--- config.mk ---
export PLATFORM = sky130hd
export DESIGN_NAME = chgind_top
export DESIGN_NICKNAME = d
export VERILOG_FILES = /design/src/core/chgind_pkg.sv /design/src/core/chgind_top.sv
export SDC_FILE = /design/constraint.sdc
export NUM_CORES = 1
export LEC_CHECK = 0
export BUFFER_PORTS_ARGS = -buffer_cell sky130_fd_sc_hd__buf_4
export CAP_MARGIN = 25
export CORE_MARGIN = 5
export CORE_UTILIZATION = 45
export CTS_CLUSTER_SIZE = 14
export DETAILED_ROUTE_END_ITERATION = 12
export PLACE_DENSITY = 0.69
export SYNTH_ARGS = -nofsm -noshare
export SYNTH_HDL_FRONTEND = slang
export SYNTH_SLANG_ARGS = --single-unit
--- constraint.sdc ---
create_clock -name core_clk_in -period 1.33 [get_ports core_clk_in]
set_input_delay 0.266 -clock core_clk_in [delete_from_list [all_inputs] [get_ports core_clk_in]]
set_output_delay 0.266 -clock core_clk_in [all_outputs]
set_load 0.02 [all_outputs]
--- src/core/chgind_pkg.sv ---
`default_nettype none
package chgind_pkg;
    // =====================================================
    // Output pin levels
    localparam logic PIN_ASSERT  = 1'b0;
    localparam logic PIN_RELEASE = 1'b1;
    // =====================================================
    // Synchroniser depth for comparator pins
    localparam int SYNC_STAGES = 3;
    // =====================================================
    // Comparator bit positions
    localparam int CMP_UVLO_BIT  = 0;
    localparam int CMP_SLEEP_BIT = 1;
    localparam int CMP_OVP_BIT   = 2;
    localparam int CMP_COUNT     = 3;
    // =====================================================
    // Charge-status states
    typedef enum logic [1:0] {
        CHGIND_IDLE  = 2'b00,
        CHGIND_FIRST = 2'b01,
        CHGIND_DONE  = 2'b10
    } chgind_state_e;
endpackage
`default_nettype wire

--- src/core/chgind_top.sv ---
`timescale 1ns/100ps
`default_nettype none
// How it works
// - Input good low only inside valid window
// - Release input good on UVLO, sleep, OVP
// - New cycle drives charge status low
// - After termination stay released until new cycle
// - Recharge cycles never assert charge status
// - Thermal suspend keeps current output level
// - Timer restart counts as new cycle
module chgind_top (
    // Clock, reset, enable
    input  wire logic core_clk_in,
    input  wire logic arst_n_in,
    input  wire logic clk_en_in,
    // Comparator results (asynchronous)
    input  wire logic above_uvlo_in,
    input  wire logic above_sleep_in,
    input  wire logic above_ovp_in,
    // Charger events (same clock)
    input  wire logic new_cycle_in,
    input  wire logic timer_restart_in,
    input  wire logic terminate_in,
    input  wire logic recharge_in,
    input  wire logic thermal_suspend_in,
    input  wire logic timer_fault_in,
    input  wire logic battery_absent_in,
    // Open-drain status pins
    output logic      input_good_n_out,
    output logic      input_good_n_oe_out,
    output logic      charge_active_n_out,
    output logic      charge_active_n_oe_out
);
    // =====================================================
    // Comparator synchronisers
    localparam int NCMP = chgind_pkg::CMP_COUNT;
    logic [NCMP-1:0] cmp_raw;
    logic [NCMP-1:0] s1_reg, s2_reg, s3_reg, filt_reg;
    logic [NCMP-1:0] s1_next, s2_next, s3_next, filt_next;
    assign cmp_raw = {above_ovp_in, above_sleep_in, above_uvlo_in};

    genvar gi;
    generate
        for (gi = 0; gi < NCMP; gi++) begin : g_cmp
            // Stage one feeds stage two only; agreement of two and three filters glitches
            always_comb begin
                s1_next[gi]   = cmp_raw[gi];
                s2_next[gi]   = s1_reg[gi];
                s3_next[gi]   = s2_reg[gi];
                filt_next[gi] = (s2_reg[gi] == s3_reg[gi]) ? s3_reg[gi] : filt_reg[gi];
            end
        end
    endgenerate

    always_ff @(posedge core_clk_in or negedge arst_n_in) begin
        if (!arst_n_in) begin
            s1_reg   <= '0;
            s2_reg   <= '0;
            s3_reg   <= '0;
            filt_reg <= '0;
        end else if (clk_en_in) begin
            s1_reg   <= s1_next;
            s2_reg   <= s2_next;
            s3_reg   <= s3_next;
            filt_reg <= filt_next;
        end
    end

    // =====================================================
    // Input good
    logic supply_ok;
    logic ig_reg, ig_next;
    // Sleep comparator already includes battery plus offset
    assign supply_ok = filt_reg[chgind_pkg::CMP_UVLO_BIT]
                     & filt_reg[chgind_pkg::CMP_SLEEP_BIT]
                     & ~filt_reg[chgind_pkg::CMP_OVP_BIT];

    always_comb begin
        ig_next = supply_ok ? chgind_pkg::PIN_ASSERT : chgind_pkg::PIN_RELEASE;
    end

    always_ff @(posedge core_clk_in or negedge arst_n_in) begin
        if (!arst_n_in) begin
            ig_reg <= chgind_pkg::PIN_RELEASE;
        end else if (clk_en_in) begin
            ig_reg <= ig_next;
        end
    end

    // =====================================================
    // Charge status
    chgind_pkg::chgind_state_e st_reg, st_next;
    logic cs_reg, cs_next;
    logic start_ev, kill_ev;
    assign start_ev = new_cycle_in | timer_restart_in;
    // Kill outranks start so a fault never flashes the pin
    assign kill_ev  = timer_fault_in | battery_absent_in | ~supply_ok;

    always_comb begin
        st_next = st_reg;
        unique case (st_reg)
            chgind_pkg::CHGIND_IDLE: begin
                if (start_ev && !kill_ev) begin
                    st_next = chgind_pkg::CHGIND_FIRST;
                end
            end
            chgind_pkg::CHGIND_FIRST: begin
                // Restart wins over a same-cycle termination
                if (kill_ev) begin
                    st_next = chgind_pkg::CHGIND_IDLE;
                end else if (start_ev) begin
                    st_next = chgind_pkg::CHGIND_FIRST;
                end else if (terminate_in) begin
                    st_next = chgind_pkg::CHGIND_DONE;
                end else begin
                    st_next = chgind_pkg::CHGIND_FIRST;
                end
            end
            chgind_pkg::CHGIND_DONE: begin
                // Recharge is ignored; only a fresh start or a kill leaves
                if (start_ev && !kill_ev) begin
                    st_next = chgind_pkg::CHGIND_FIRST;
                end else if (kill_ev) begin
                    st_next = chgind_pkg::CHGIND_IDLE;
                end
            end
            default: st_next = chgind_pkg::CHGIND_IDLE;
        endcase
        cs_next = (st_next == chgind_pkg::CHGIND_FIRST) ? chgind_pkg::PIN_ASSERT
                                                        : chgind_pkg::PIN_RELEASE;
    end

    always_ff @(posedge core_clk_in or negedge arst_n_in) begin
        if (!arst_n_in) begin
            st_reg <= chgind_pkg::CHGIND_IDLE;
            cs_reg <= chgind_pkg::PIN_RELEASE;
        end else if (clk_en_in) begin
            st_reg <= st_next;
            cs_reg <= cs_next;
        end
    end

    // Open drain: pin only ever driven low
    assign input_good_n_out       = chgind_pkg::PIN_ASSERT;
    assign input_good_n_oe_out    = (ig_reg == chgind_pkg::PIN_ASSERT);
    assign charge_active_n_out    = chgind_pkg::PIN_ASSERT;
    assign charge_active_n_oe_out = (cs_reg == chgind_pkg::PIN_ASSERT);

    // =====================================================
    // Assertions
    ig_window_a: assert property (@(posedge core_clk_in) disable iff (!arst_n_in)
        clk_en_in |=> (input_good_n_oe_out == $past(supply_ok)))
        else $error("input good enable does not follow window");

    ig_ovp_a: assert property (@(posedge core_clk_in) disable iff (!arst_n_in)
        (clk_en_in && filt_reg[chgind_pkg::CMP_OVP_BIT]) |=> !input_good_n_oe_out)
        else $error("input good driven during overvoltage");

    ig_uvlo_a: assert property (@(posedge core_clk_in) disable iff (!arst_n_in)
        (clk_en_in && !filt_reg[chgind_pkg::CMP_UVLO_BIT]) |=> !input_good_n_oe_out)
        else $error("input good driven below lockout");

    ig_sleep_a: assert property (@(posedge core_clk_in) disable iff (!arst_n_in)
        (clk_en_in && !filt_reg[chgind_pkg::CMP_SLEEP_BIT]) |=> !input_good_n_oe_out)
        else $error("input good driven below sleep level");

    cs_start_a: assert property (@(posedge core_clk_in) disable iff (!arst_n_in)
        (clk_en_in && start_ev && !kill_ev) |=> charge_active_n_oe_out)
        else $error("charge status not asserted on new cycle");

    cs_term_a: assert property (@(posedge core_clk_in) disable iff (!arst_n_in)
        (clk_en_in && terminate_in && !start_ev) |=> !charge_active_n_oe_out)
        else $error("charge status still low after termination");

    cs_done_a: assert property (@(posedge core_clk_in) disable iff (!arst_n_in)
        (clk_en_in && st_reg == chgind_pkg::CHGIND_DONE && !start_ev) |=> !charge_active_n_oe_out)
        else $error("charge status low after done without new cycle");

    cs_recharge_a: assert property (@(posedge core_clk_in) disable iff (!arst_n_in)
        (clk_en_in && !charge_active_n_oe_out && !start_ev) |=> !charge_active_n_oe_out)
        else $error("charge status asserted without new cycle");

    recharge_ignored_a: assert property (@(posedge core_clk_in) disable iff (!arst_n_in)
        (clk_en_in && recharge_in && !start_ev && !charge_active_n_oe_out) |=> !charge_active_n_oe_out)
        else $error("charge status asserted by recharge");

    cs_thermal_a: assert property (@(posedge core_clk_in) disable iff (!arst_n_in)
        (clk_en_in && thermal_suspend_in && charge_active_n_oe_out && !kill_ev && !terminate_in)
        |=> charge_active_n_oe_out)
        else $error("charge status dropped during thermal suspend");

    cs_fault_a: assert property (@(posedge core_clk_in) disable iff (!arst_n_in)
        (clk_en_in && kill_ev) |=> !charge_active_n_oe_out)
        else $error("charge status low during fault");

    cs_restart_a: assert property (@(posedge core_clk_in) disable iff (!arst_n_in)
        (clk_en_in && timer_restart_in && !kill_ev) |=> charge_active_n_oe_out)
        else $error("timer restart not treated as new cycle");

    ig_hold_a: assert property (@(posedge core_clk_in) disable iff (!arst_n_in)
        !clk_en_in |=> $stable(input_good_n_oe_out))
        else $error("state moved while disabled");

    cs_hold_a: assert property (@(posedge core_clk_in) disable iff (!arst_n_in)
        !clk_en_in |=> $stable(charge_active_n_oe_out))
        else $error("charge status moved while disabled");

    sync_agree_a: assert property (@(posedge core_clk_in) disable iff (!arst_n_in)
        clk_en_in |=> (((filt_reg ^ $past(filt_reg)) & $past(s2_reg ^ s3_reg)) == '0))
        else $error("comparator changed before two stages agreed");

    // =====================================================
    // Cover points
    cov_first_c: cover property (@(posedge core_clk_in) disable iff (!arst_n_in)
        $rose(charge_active_n_oe_out));

    cov_done_c: cover property (@(posedge core_clk_in) disable iff (!arst_n_in)
        st_reg == chgind_pkg::CHGIND_DONE && recharge_in);

    cov_ig_c: cover property (@(posedge core_clk_in) disable iff (!arst_n_in)
        $rose(input_good_n_oe_out));

    cov_restart_c: cover property (@(posedge core_clk_in) disable iff (!arst_n_in)
        clk_en_in && timer_restart_in && st_reg == chgind_pkg::CHGIND_DONE);

    cov_thermal_c: cover property (@(posedge core_clk_in) disable iff (!arst_n_in)
        clk_en_in && thermal_suspend_in && charge_active_n_oe_out);
endmodule
`default_nettype wire

Word-level counts from Yosys, hierarchy flattened:

Cells that the tools add are included.
Widths: inputs -> output; s select.

* register bits after elaboration: 16
* output and inout port bits: 4

* bitwise logic cells: 9
* reductions and logical operators: 6
* equal/unequal tests: 6
* muxes and demuxes: 9

Operators by type and width (number)
* $mux 2: 6
* $pmux 2 s3: 1
* $reduce_and 2->1: 3
* $eq 2x1->1 const B: 2
* $not 1->1: 4
* $eq 1x1->1: 3
* $or 1x1->1: 3
* $and 1x1->1: 2
* $eq 2x2->1 const B: 1
* $logic_not 2->1: 1
* $mux 1: 2
* $logic_and 1x1->1: 1
* $logic_not 1->1: 1

Longest topological paths before layout:

Gate-level depths: netlist of the first run.

* depth after elaboration: 10
* gate-level depth with buffers: 4
* depth with buffers taken out: 3

Worst setup path after synthesis of the first run:

Ideal clock, no wire load.

* kind: reg2reg
* start: reg st_reg[0]
* end: reg cs_reg
* arrival: 897 ps
* data required time: 1253 ps
* clock period less this slack: 974 ps
* stages on the path, launching flop included: 4
* setup time: 77 ps
* path slack: 356 ps
* buffers on the path: 0
* cells stage by stage: dfrtp_1 -> a211oi_4 -> o2111ai_2 -> o21a_1

* word-level cells in the longest chain between the ends: 5
* elaborated cells between the ends (all ways): 9

RTL lines
* start, declared: line chgind_top.sv:92 `chgind_pkg::chgind_state_e st_reg, st_next;`
* start signal, assigned: line chgind_top.sv:135 `st_reg <= chgind_pkg::CHGIND_IDLE;`
* start signal, assigned: line chgind_top.sv:138 `st_reg <= st_next;`
* $mux 2: line chgind_top.sv:123 `end else if (kill_ev) begin`
* $mux 2: line chgind_top.sv:121 `if (start_ev && !kill_ev) begin`
* $pmux 2 s3 *: line chgind_top.sv:101 `unique case (st_reg)`
* $eq 2x1->1 *: line chgind_top.sv:129 `cs_next = (st_next == chgind_pkg::CHGIND_FIRST) ? chgind_pkg::PIN_ASSERT`
* $mux 1 *: line chgind_top.sv:129
* end signal, assigned: line chgind_top.sv:136 `cs_reg <= chgind_pkg::PIN_RELEASE;`
* end signal, assigned: line chgind_top.sv:139 `cs_reg <= cs_next;`
* end, declared: line chgind_top.sv:93 `logic cs_reg, cs_next;`

Every way passes the cells marked *; elsewhere a longest branch is shown, timed or not.
A chain may end at the register's enable or synchronous reset.

Worst setup path in the final report of the first run:

* start: reg ig_reg
* end: out input_good_n_oe_out

* word-level cells in the longest chain between the ends: 1

RTL lines
* start, declared: line chgind_top.sv:72 `logic ig_reg, ig_next;`
* start signal, assigned: line chgind_top.sv:84 `ig_reg <= chgind_pkg::PIN_RELEASE;`
* start signal, assigned: line chgind_top.sv:86 `ig_reg <= ig_next;`
* $not 1->1: line chgind_top.sv:145 `assign input_good_n_oe_out = (ig_reg == chgind_pkg::PIN_ASSERT);`
* end, declared: line chgind_top.sv:30 `output logic input_good_n_oe_out,`

Every way passes these cells.

==> summary.txt, run 1 <==
Outcome
  • Outcome: finished clean

Setup path
  • Crit path to: input_good_n_oe_out
  • R2r startpoint: st_reg[0]$_DFFE_PN0P_
  • Crit path DAT: 1.00 ns
  • Worst R2R End: cs_reg$_DFFE_PN1P_
  • Crit. End Element: primary output
  • Crit path cell chain: inv_1 -> buf_4
  • Levels on crit path: 2
  • Worst Path Buf+Inv: 2
  • Worst-path fanout max: 2
  • CP Class: flop to primary output
  • Top delay family on crit path: flip-flops
  • Slowest Stage Delay on Critical Path: 0.54 ns
  • Slowest CP cell: dfstp_2
  • Critical Path RT: 1.06 ns
  • Reg2reg setup slack: 0.28 ns
  • Reg2Reg Depth: 3
  • CP startpoint kind: flop
  • Worst Setup SP: ig_reg$_DFFE_PN1P_

Timing
  • Setup Skew: 0.00342 ns
  • Final Max Tran Viols: 0
  • Hold Vio Cnt, Final: 0
  • Fin crit share: 95.1%
  • Post-route setup TNS: 0 ns
  • Fmax: 791 MHz
  • Finish-stage setup viols: 0
  • RSZ-0062 raised after global routing: no
  • Clock period minus worst slack: 1.26 ns

Yosys
  • Post-synth EDFFs: 0
  • Synth top area share: 48.2%
  • Yosys reg bits: 16
  • Synthesized area: 727 µm²
  • Sequential-to-total area share from yosys stat: 55.4%
  • Leading area contributor after synthesis: dfrtp_1
  • Avg Inst Size Synth: 12.5 µm²
  • Cells after synthesis: 58
  • Post-synthesis async set-or-reset flop share: 100%
  • Most frequent cell after synthesis: dfrtp_1
  • Top cells by instance count after synthesis: dfrtp_1, mux2_2, a21oi_1
  • YS warnings: 0
  • Yosys cell types: 20
  • Top_reg_cell synth: dfrtp_1
  • Area contributors post-synth: dfrtp_1, mux2_2, dfstp_2

Clock network
  • Clock buffer count from CTS: 3
  • Clk pin slew, worst setup/hold paths: 0.09 ns
  • H-tree levels: 1
  • Number of post-CTS setup repair buffers: 0
  • CTS root buffer: clkbuf_4
  • CTS tree: built
  • Cts repair resizes: 0
  • Clock Latency Late Sink: 0.28 ns
  • Clock sink count: 16
  • CTS max path bufs: 2

Floorplan
  • Die area: 0.00252 mm²
  • I/O pins: 17
  • Rows: 14
  • Initial Utilization: 47.7%
  • Die Height: 50.2 µm
  • Core area: 0.00152 mm²
  • Die X-Extent: 50.2 µm

Global routing
  • Grt total ovfl: 0
  • Tot GR Track Use: 9.48%
  • First-pass GRT wire length: 1860 µm
  • Largest net degree at the start of global routing: 23
  • Vias in the first global route: 450
  • Initial antenna violation count: 0

Power
  • Pwr dens: 1300 mW/mm²
  • Peak supply drop: 0.000729 V
  • Static Leakage: 0.000389 µW
  • Total Power: 1090 µW

Drt
  • Initial DRC Count: 8
  • Post-Route WL: 1020 µm
  • Vias per cell: 5.06
  • Per-cell routed wire length: 11.6 µm
  • Final ANT Viol Nets: 0
  • First-pass DRT Iterations: 4
  • DRC Markers: 0
  • Total via count in the routed design: 445

Final layout
  • Diodes inserted: 0
  • Final Net Count: 86
  • Fin area: 841 µm²
  • Layout fillers: 132
  • Area growth from synthesis to layout: 15.7%
  • Area occupied by multi-input gates: 270 µm²
  • Layout cell share with drive strength beyond 1: 40.3%
  • Storage element area: 403 µm²

Placement
  • DP Area: 795 µm²
  • GPL Wtd Cong: 0.690
  • Hpwl dp: 741 µm
  • Port bufs: 12

Min path
  • Hold WC Path Type: input port to flop

Run
  • MaxCap Viol Count: 0
-- power breakdown --
group	total, µW	switching (µW)	leakage (µW)	internal (µW)
combinational	169	74.4	0.000175	94.9
sequential	610	48.6	0.000193	562
clock	312	145	0.0000210	167
-- repair_timing --
item / CTS / global route
hold endpoints to repair: 14 / 0
endpoints found under the setup margin: 0 / 0
hold buffers: 1 / 0
-- worst min path at each step --
stage                   from                      end  slack [ns]  cells after the start
3_5_place_dp       arst_n_in    s1_reg[1]$_DFFE_PN0P_        0.13                      1
2_1_floorplan      arst_n_in  filt_reg[0]$_DFFE_PN0P_       -0.03                      0
5_1_grt         above_ovp_in    s1_reg[2]$_DFFE_PN0P_        0.20                      2
4_1_cts        above_uvlo_in    s1_reg[0]$_DFFE_PN0P_        0.19                      2
6_report        above_ovp_in    s1_reg[2]$_DFFE_PN0P_        0.21                      2
3_3_place_gp       arst_n_in    s1_reg[1]$_DFFE_PN0P_        0.13                      1
-- through the flow --
stage / cells / setup slack, ns / utilization, % / hold WS (ns)
2_1_floorplan: 59 / 0.356 / - / -0.0296
3_5_place_dp: 83 / 0.249 / 52.1 / 0.133
5_1_grt: 88 / 0.0198 / 55.2 / 0.200
3_3_place_gp: 83 / 0.281 / 52.1 / 0.134
4_1_cts: 88 / 0.0466 / 55.2 / 0.194
6_report: 88 / 0.0655 / 55.2 / 0.209
-- cells in the final DEF, fill, tap and decap left out --
cell | Yosys | routed
a211oi_4 | 1 | 1
a21oi_1 | 8 | 8
a31oi_1 | 1 | 1
and3b_1 | 1 | 1
buf_4 | 2 | 12
clkbuf_4 | 0 | 3
clkbuf_8 | 0 | 1
conb_1 | 1 | 2
dfrtp_1 | 14 | 14
dfstp_2 | 2 | 2
dlygate4sd3_1 | 0 | 1
inv_1 | 3 | 3
mux2_2 | 9 | 9
nand3_1 | 1 | 1
nor2_1 | 5 | 5
nor2b_1 | 1 | 1
o2111ai_2 | 1 | 1
o21a_1 | 1 | 1
o21ai_0 | 1 | 1
or2_0 | 1 | 1
or2b_1 | 3 | 3
-- cell families (layout without fill, tap and decap cells) --
family,after synthesis,in the layout,share of synthesized area (%)
flip-flops,16,16,55.4
AO/OA/AOI/OAI,13,13,12.9
AND/OR/NAND/NOR,12,12,9.30
multiplexers,9,9,13.9
buffers and inverters,7,20,7.92
other,1,2,0.516
-- layout make-up --
class	count	area share, %
flip-flops and latches	16	47.9
repair buffers	13	11.9
clock buffers	4	4.32
inverters	3	1.34
multi-input cells	36	32.1
well taps	16	2.38
-- layer usage --
metal	GRT usage, %	share of wire, %	routed length [µm]
met1	11.1	45	455
met2	14.4	44	451
met3	5.92	10	104
met4	2.62	0.88	9
met5	0	0	0
No activity file was read; power rests on OpenSTA's default activity.
==> run 2, diff against run 1 <==
--- a/config.mk
+++ b/config.mk
@@ -5,13 +5,13 @@
 export SDC_FILE = /design/constraint.sdc
 export NUM_CORES = 1
 export LEC_CHECK = 0
+export ABC_AREA = 1
 export BUFFER_PORTS_ARGS = -buffer_cell sky130_fd_sc_hd__buf_4
 export CAP_MARGIN = 25
-export CORE_MARGIN = 5
 export CORE_UTILIZATION = 45
 export CTS_CLUSTER_SIZE = 14
 export DETAILED_ROUTE_END_ITERATION = 12
-export PLACE_DENSITY = 0.69
+export PLACE_DENSITY = 0.68
 export SYNTH_ARGS = -nofsm -noshare
 export SYNTH_HDL_FRONTEND = slang
 export SYNTH_SLANG_ARGS = --single-unit
==> run 2 against run 1 <==
Compared with the run above: global-route usage up 4.4 points; total power down 6.8%; core utilization increased by 0.99 points; fmax up 0.69%; design area increased by 1.8%; sequential power is 5.9% lower; setup slack gained 0.0087 ns; synthesized cell count grew 47%; die area fell by 28%; combinational power fell by 21%; highest routed layer unchanged.
==> summary.txt, run 2 <==
Yosys
  • Most frequent cell after synthesis: nand2_1 (was dfrtp_1)
  • Synth Area in Compound Gates: 12.3% (was 12.9%)
  • Leading area contributor after synthesis: dfrtp_1 (unchanged)
  • Avg Inst Size Synth: 8.76 µm² (was 12.5 µm²)
  • Simple-Gate Fraction of Synth Area: 21.0% (was 9.29%)
  • Yosys reg bits: 16 (unchanged)
  • Area contributors post-synth: dfrtp_1, nand2_1, dfstp_2 (was dfrtp_1, mux2_2, dfstp_2)
  • Synthesized area: 744 µm² (was 727 µm²)
  • Multiplexer area fraction after synthesis: 0% (was 13.9%)
  • Xor-xnor portion of the synthesized cell area: 0% (unchanged)
  • Synth top area share: 47.1% (was 48.2%)
  • Main combinational cell family by area after synthesis: simple AND/OR/NAND/NOR gates (was multiplexers)
  • Cells after synthesis: 85 (was 58)
  • YS warnings: 0 (unchanged)
  • Synth Area in Adders: 0% (unchanged)
  • Yosys cell types: 19 (was 20)
  • Post-synthesis async set-or-reset flop share: 100% (unchanged)
  • Post-synth EDFFs: 0 (unchanged)
  • Top cells by instance count after synthesis: nand2_1, dfrtp_1, inv_1 (was dfrtp_1, mux2_2, a21oi_1)
  • Top_reg_cell synth: dfrtp_1 (unchanged)
  • Sequential-to-total area share from yosys stat: 54.1% (was 55.4%)

Final layout
  • Most common cell after layout, fill and taps aside: nand2_1 (was dfrtp_1)
  • Area growth from synthesis to layout: 15.0% (was 15.7%)
  • Most frequent cells in the layout: nand2_1, dfrtp_1, buf_4 (was dfrtp_1, buf_4, mux2_2)
  • Final Net Count: 112 (was 86)
  • Diodes inserted: 0 (unchanged)
  • Layout fillers: 149 (was 132)
  • Layout cell share with drive strength beyond 1: 24.5% (was 40.3%)

Clock network
  • CTS max path bufs: 2 (unchanged)
  • Clock buffer count from CTS: 3 (unchanged)
  • Clock sink count: 16 (unchanged)
  • Number of post-CTS setup repair buffers: 0 (unchanged)
  • H-tree levels: 1 (unchanged)
  • CTS tree: built (unchanged)
  • Cts repair resizes: 0 (unchanged)
  • Clock Latency Late Sink: 0.28 ns (about the same)
  • Clk pin slew, worst setup/hold paths: 0.09 ns (about the same)
  • CTS root buffer: clkbuf_4 (unchanged)

Timing
  • Fin crit share: 94.4% (was 95.1%)
  • Finish-stage setup viols: 0 (unchanged)
  • Setup WS post-layout: 0.0742 ns (was 0.0655 ns)
  • Post-route setup TNS: 0 ns (unchanged)
  • Hold Vio Cnt, Final: 0 (unchanged)
  • Final Max Tran Viols: 0 (unchanged)
  • Clock period minus worst slack: 1.26 ns (about the same)
  • WHS: 0.181 ns (was 0.209 ns)
  • RSZ-0062 raised after global routing: no (unchanged)
  • Setup Skew: 0.00305 ns (was 0.00342 ns)
  • Fmax: 796 MHz (was 791 MHz)

Global routing
  • Met1 GRT Util: 18.3% (was 11.1%)
  • Grt total ovfl: 0 (unchanged)
  • Tot GR Track Use: 13.9% (was 9.48%)
  • Largest net degree at the start of global routing: 18 (was 23)
  • First-pass GRT wire length: 1880 µm (was 1860 µm)
  • Vias in the first global route: 471 (was 450)
  • Gr busiest metal: met2 (unchanged)
  • Met2 usage: 21.5% (was 14.4%)
  • Initial antenna violation count: 0 (unchanged)
  • Met3 GRT Util: 3.83% (was 5.92%)

Power
  • Int Pwr: 762 µW (was 823 µW)
  • Static Leakage: 0.000474 µW (was 0.000389 µW)
  • Total Power: 1020 µW (was 1090 µW)
  • Switching Share: 25.1% (was 24.6%)
  • Net Sw Power: 255 µW (was 269 µW)
  • Peak supply drop: 0.000628 V (was 0.000729 V)
  • Share of total power in sequential cells: 56.4% (was 55.9%)
  • Clock power frac: 30.5% (was 28.6%)
  • Pwr dens: 1190 mW/mm² (was 1300 mW/mm²)
  • Combinational cell fraction of total power: 13.1% (was 15.5%)

Setup path
  • R2r startpoint: st_reg[0]$_DFFE_PN0P_ (unchanged)
  • Crit. End Element: primary output (unchanged)
  • Reg2reg setup slack: 0.47 ns (was 0.28 ns)
  • Slowest CP cell: dfstp_2 (unchanged)
  • CP Class: flop to primary output (unchanged)
  • Critical Path RT: 1.06 ns (about the same)
  • CP startpoint kind: flop (unchanged)
  • Slowest Stage Delay on Critical Path: 0.54 ns (about the same)
  • Crit path cell chain: inv_1 -> buf_4 (unchanged)
  • Worst-path fanout max: 2 (unchanged)
  • Reg2Reg Depth: 6 (was 3)
  • Crit path DAT: 0.99 ns (was 1.00 ns)
  • Worst R2R End: cs_reg$_DFFE_PN1P_ (unchanged)

Floorplan
  • Die X-Extent: 42.7 µm (was 50.2 µm)
  • Rows: 14 (unchanged)
  • Initial Utilization: 48.9% (was 47.7%)
  • Die area: 0.00182 mm² (was 0.00252 mm²)
  • I/O pins: 17 (unchanged)
  • Die Height: 42.7 µm (was 50.2 µm)
  • Core area: 0.00152 mm² (unchanged)

Min path
  • Hold WC Path Type: input port to flop (unchanged)
  • WHS Path Cells: 3 (was 2)
  • Endpoint, Worst Hold: s1_reg[2]$_DFFE_PN0P_ (unchanged)
  • Hold Path Origin: above_ovp_in (unchanged)

Drt
  • Post-Route WL: 1120 µm (was 1020 µm)
  • Final ANT Viol Nets: 0 (unchanged)
  • Total via count in the routed design: 554 (was 445)
  • DRC Markers: 0 (unchanged)
  • Initial DRC Count: 3 (was 8)
  • Per-cell routed wire length: 9.85 µm (was 11.6 µm)
  • Vias per cell: 4.86 (was 5.06)
  • First-pass DRT Iterations: 2 (was 4)

Run
  • MaxCap Viol Count: 0 (unchanged)

Placement
  • Hpwl dp: 791 µm (was 741 µm)
  • Port bufs: 12 (unchanged)
  • Place WS: 0.313 ns (was 0.249 ns)
  • GPL Wtd Cong: 0.673 (was 0.690)

Outcome
  • Outcome: finished clean (unchanged)
## run 2: cell types whose count changed after synthesis, moves of 3 or more
cell     before  now
a21oi_1       8    1
o21ai_0       1    5
inv_1         3   10
nand2_1       0   27
o21ai_2       0    3
mux2_2        9    0
or2b_1        3    0
## run 2: routing by layer
layer	up-vias	wire length (µm)
met5	-	0
met4	0	7
met3	2	52
met2	14	496
met1	253	567
li1	285	-
## run 2: area by class of cell
type	instances	area, µm²	share of cell area, %
Inverter	11	41.3	4.82
Tap cell	16	20.0	2.34
Multi-Input combinational cell	54	255	29.8
Timing Repair Buffer	13	100	11.7
Sequential cell	16	403	47.1
Clock buffer	4	36.3	4.24
## run 2: cells by family after synthesis
family          Yosys count
compound gates           14
simple gates             38
flops                    16
buf+inv                  16
other cells               1
## run 2: power groups by stage
stage	registers (µW)	logic (µW)	clock network, µW
detailed placement	584	133	0
CTS	574	136	322
finish	574	133	310
floorplan	575	99.0	0
global placement	580	129	0
global route	581	154	348
## run 2: worst max-delay path: cells and delay by family (launching register included)
kind                   cells  cell delay (ns)
buffers and inverters      2             0.17
flip-flops                 1             0.54
## run 2: what timing repair did
action	in CTS	in global routing
hold buffers	1	0
hold endpoints to repair	14	0
endpoints found under the setup margin	0	0
## run 2: stage by stage
stage / area (µm²) / cells / util [%]
final: 856 / 114 / 56.2
after global routing: 856 / 114 / 56.2
after CTS: 856 / 114 / 56.2
after detailed placement: 810 / 109 / 53.1
after global placement: 810 / 109 / 53.1
after floorplan: 748 / 86 / -
## run 2: worst max-delay path by stage
stage	start	end	slack, ns	depth (start not counted)
final	ig_reg$_DFFE_PN1P_	input_good_n_oe_out	0.07	2
after global routing	cs_reg$_DFFE_PN1P_	charge_active_n_oe_out	0.02	2
after CTS	cs_reg$_DFFE_PN1P_	charge_active_n_oe_out	0.06	2
after detailed placement	clk_en_in	filt_reg[2]$_DFFE_PN0P_	0.31	4
after global placement	clk_en_in	filt_reg[2]$_DFFE_PN0P_	0.33	4
after floorplan	cs_reg$_DFFE_PN1P_	charge_active_n_oe_out	0.47	1
==> run 3, diff against run 2 <==
--- a/config.mk
+++ b/config.mk
@@ -8,6 +8,7 @@
 export ABC_AREA = 1
 export BUFFER_PORTS_ARGS = -buffer_cell sky130_fd_sc_hd__buf_4
 export CAP_MARGIN = 25
+export CORE_MARGIN = 8
 export CORE_UTILIZATION = 45
 export CTS_CLUSTER_SIZE = 14
 export DETAILED_ROUTE_END_ITERATION = 12
==> run 3 against run 2 <==
Compared with the run above: register-to-register slack about the same; non-clock buffer count stayed put; fmax decreased by 0.72%; critical endpoint unchanged; total power increased by 0.21%; hold slack gained 0.0081 ns; global-route usage is 5.7 points lower; routed wire length rose by 8.8%; design area did not move; cell count is the same.
==> summary.txt, run 3 (synthesized netlist as in run 2, its figures left out) <==
Floorplan
  • Rows: 14 (unchanged)
  • Die Height: 56.7 µm (was 42.7 µm)
  • Die X-Extent: 56.7 µm (was 42.7 µm)
  • I/O pins: 17 (unchanged)
  • Initial Utilization: 48.9% (unchanged)
  • Die area: 0.00321 mm² (was 0.00182 mm²)
  • Core area: 0.00152 mm² (unchanged)

Setup path
  • Crit path DAT: 1.00 ns (was 0.99 ns)
  • Reg2Reg Depth: 6 (unchanged)
  • Worst-path fanout max: 2 (unchanged)
  • Slowest CP cell: dfstp_2 (unchanged)
  • Critical Path RT: 1.06 ns (about the same)
  • Slowest Stage Delay on Critical Path: 0.54 ns (about the same)
  • CP startpoint kind: flop (unchanged)
  • Reg2reg setup slack: 0.46 ns (was 0.47 ns)
  • Worst R2R End: cs_reg$_DFFE_PN1P_ (unchanged)
  • Crit. End Element: primary output (unchanged)
  • CP Class: flop to primary output (unchanged)
  • Crit path cell chain: inv_1 -> buf_4 (unchanged)
  • R2r startpoint: st_reg[0]$_DFFE_PN0P_ (unchanged)

Timing
  • Fin crit share: 95.1% (was 94.4%)
  • Finish-stage setup viols: 0 (unchanged)
  • Post-route setup TNS: 0 ns (unchanged)
  • WHS: 0.189 ns (was 0.181 ns)
  • Clock period minus worst slack: 1.26 ns (about the same)
  • RSZ-0062 raised after global routing: no (unchanged)
  • Final Max Tran Viols: 0 (unchanged)
  • Setup Skew: 0.00727 ns (was 0.00305 ns)
  • Fmax: 791 MHz (was 796 MHz)
  • Hold Vio Cnt, Final: 0 (unchanged)

Final layout
  • Most frequent cells in the layout: nand2_1, dfrtp_1, buf_4 (unchanged)
  • Area growth from synthesis to layout: 15.0% (unchanged)
  • Final Net Count: 112 (unchanged)
  • Most common cell after layout, fill and taps aside: nand2_1 (unchanged)
  • Layout cell share with drive strength beyond 1: 24.5% (unchanged)
  • Diodes inserted: 0 (unchanged)

Clock network
  • Clock sink count: 16 (unchanged)
  • Hold buffers post-CTS: 1 (unchanged)
  • CTS root buffer: clkbuf_4 (unchanged)
  • CTS max path bufs: 2 (unchanged)
  • Clock Latency Late Sink: 0.28 ns (about the same)
  • Clk pin slew, worst setup/hold paths: 0.09 ns (about the same)
  • Number of post-CTS setup repair buffers: 0 (unchanged)
  • CTS tree: built (unchanged)
  • H-tree levels: 1 (unchanged)
  • Cts repair resizes: 0 (unchanged)
  • Clock buffer count from CTS: 3 (unchanged)

Global routing
  • Initial antenna violation count: 0 (unchanged)
  • Grt total ovfl: 0 (unchanged)
  • Vias in the first global route: 537 (was 471)
  • Tot GR Track Use: 8.18% (was 13.9%)
  • First-pass GRT wire length: 2200 µm (was 1880 µm)
  • Largest net degree at the start of global routing: 18 (unchanged)

Placement
  • GPL Wtd Cong: 0.730 (was 0.673)
  • Hpwl dp: 897 µm (was 791 µm)
  • Port bufs: 12 (unchanged)

Drt
  • Vias per cell: 4.91 (was 4.86)
  • Post-Route WL: 1220 µm (was 1120 µm)
  • Initial DRC Count: 12 (was 3)
  • Final ANT Viol Nets: 0 (unchanged)
  • Per-cell routed wire length: 10.7 µm (was 9.85 µm)
  • DRC Markers: 0 (unchanged)
  • First-pass DRT Iterations: 4 (was 2)
  • Total via count in the routed design: 560 (was 554)

Power
  • Switching Share: 25.3% (was 25.1%)
  • Combinational cell fraction of total power: 13.2% (was 13.1%)
  • Share of total power in sequential cells: 56.3% (was 56.4%)
  • Static Leakage: 0.000474 µW (unchanged)
  • Int Pwr: 762 µW (about the same)
  • Pwr dens: 1190 mW/mm² (about the same)
  • Peak supply drop: 0.000773 V (was 0.000628 V)
  • Net Sw Power: 258 µW (was 255 µW)
  • Clock power frac: 30.6% (was 30.5%)

Outcome
  • Outcome: finished clean (unchanged)

Min path
  • WHS Path Cells: 3 (unchanged)
  • Hold Path Origin: above_ovp_in (unchanged)
  • Endpoint, Worst Hold: s1_reg[2]$_DFFE_PN0P_ (unchanged)
  • Hold WC Path Type: input port to flop (unchanged)

Run
  • MaxCap Viol Count: 0 (unchanged)
==> run 3: cell counts in the layout (fill, tap and decap cells not counted) <==
Identical to the previous run, type by type.
==> run 3: per-layer routing <==
metal / GRT usage (%) / vias to the layer above / share of wire (%)
met5: 0 / - / 0
met4: 5.15 / 0 / 1.1
met3: 3.37 / 2 / 6.9
met2: 12.4 / 12 / 43
met1: 9.25 / 260 / 49
li1: - / 286 / -
==> run 3: area by class of cell <==
class	instances	area (µm²)
Tap cell	16	20.0
Clock buffer	4	36.3
Timing Repair Buffer	13	100
Sequential cell	16	403
Multi-Input combinational cell	54	255
Inverter	11	41.3
Fill cell	148	668
==> run 3: worst max-delay path: cells and delay by family (launching register included) <==
family                 cells  cell delay [ns]
buffers and inverters      2             0.17
flip-flops                 1             0.54
==> run 3: how the worst max path moves through the flow <==
| stage | startpoint | endpoint | slack, ns | cells after the start |
|---|---|---|---|---|
| final | ig_reg$_DFFE_PN1P_ | input_good_n_oe_out | 0.07 | 2 |
| after global routing | ig_reg$_DFFE_PN1P_ | input_good_n_oe_out | 0.02 | 2 |
| after CTS | ig_reg$_DFFE_PN1P_ | input_good_n_oe_out | 0.05 | 2 |
| after detailed placement | clk_en_in | filt_reg[2]$_DFFE_PN0P_ | 0.29 | 4 |
| after global placement | clk_en_in | filt_reg[2]$_DFFE_PN0P_ | 0.34 | 4 |
| after floorplan | cs_reg$_DFFE_PN1P_ | charge_active_n_oe_out | 0.47 | 1 |
==> run 3: per-stage QoR <==
stage	setup slack (ns)	total power (µW)	instance area (µm²)	utilization (%)	cells
floorplan	0.471	674	748	-	86
global placement	0.341	710	810	53.1	109
detailed placement	0.294	718	810	53.1	109
CTS	0.0489	1040	856	56.2	114
global route	0.0238	1080	856	56.2	114
finish	0.0651	1020	856	56.2	114
==> run 3: power groups by stage <==
stage	combinational (µW)	clock [µW]	sequential, µW
after floorplan	99.0	0	575
after global placement	130	0	580
after CTS	138	326	574
after global routing	156	346	581
after detailed placement	135	0	583
final	134	312	574
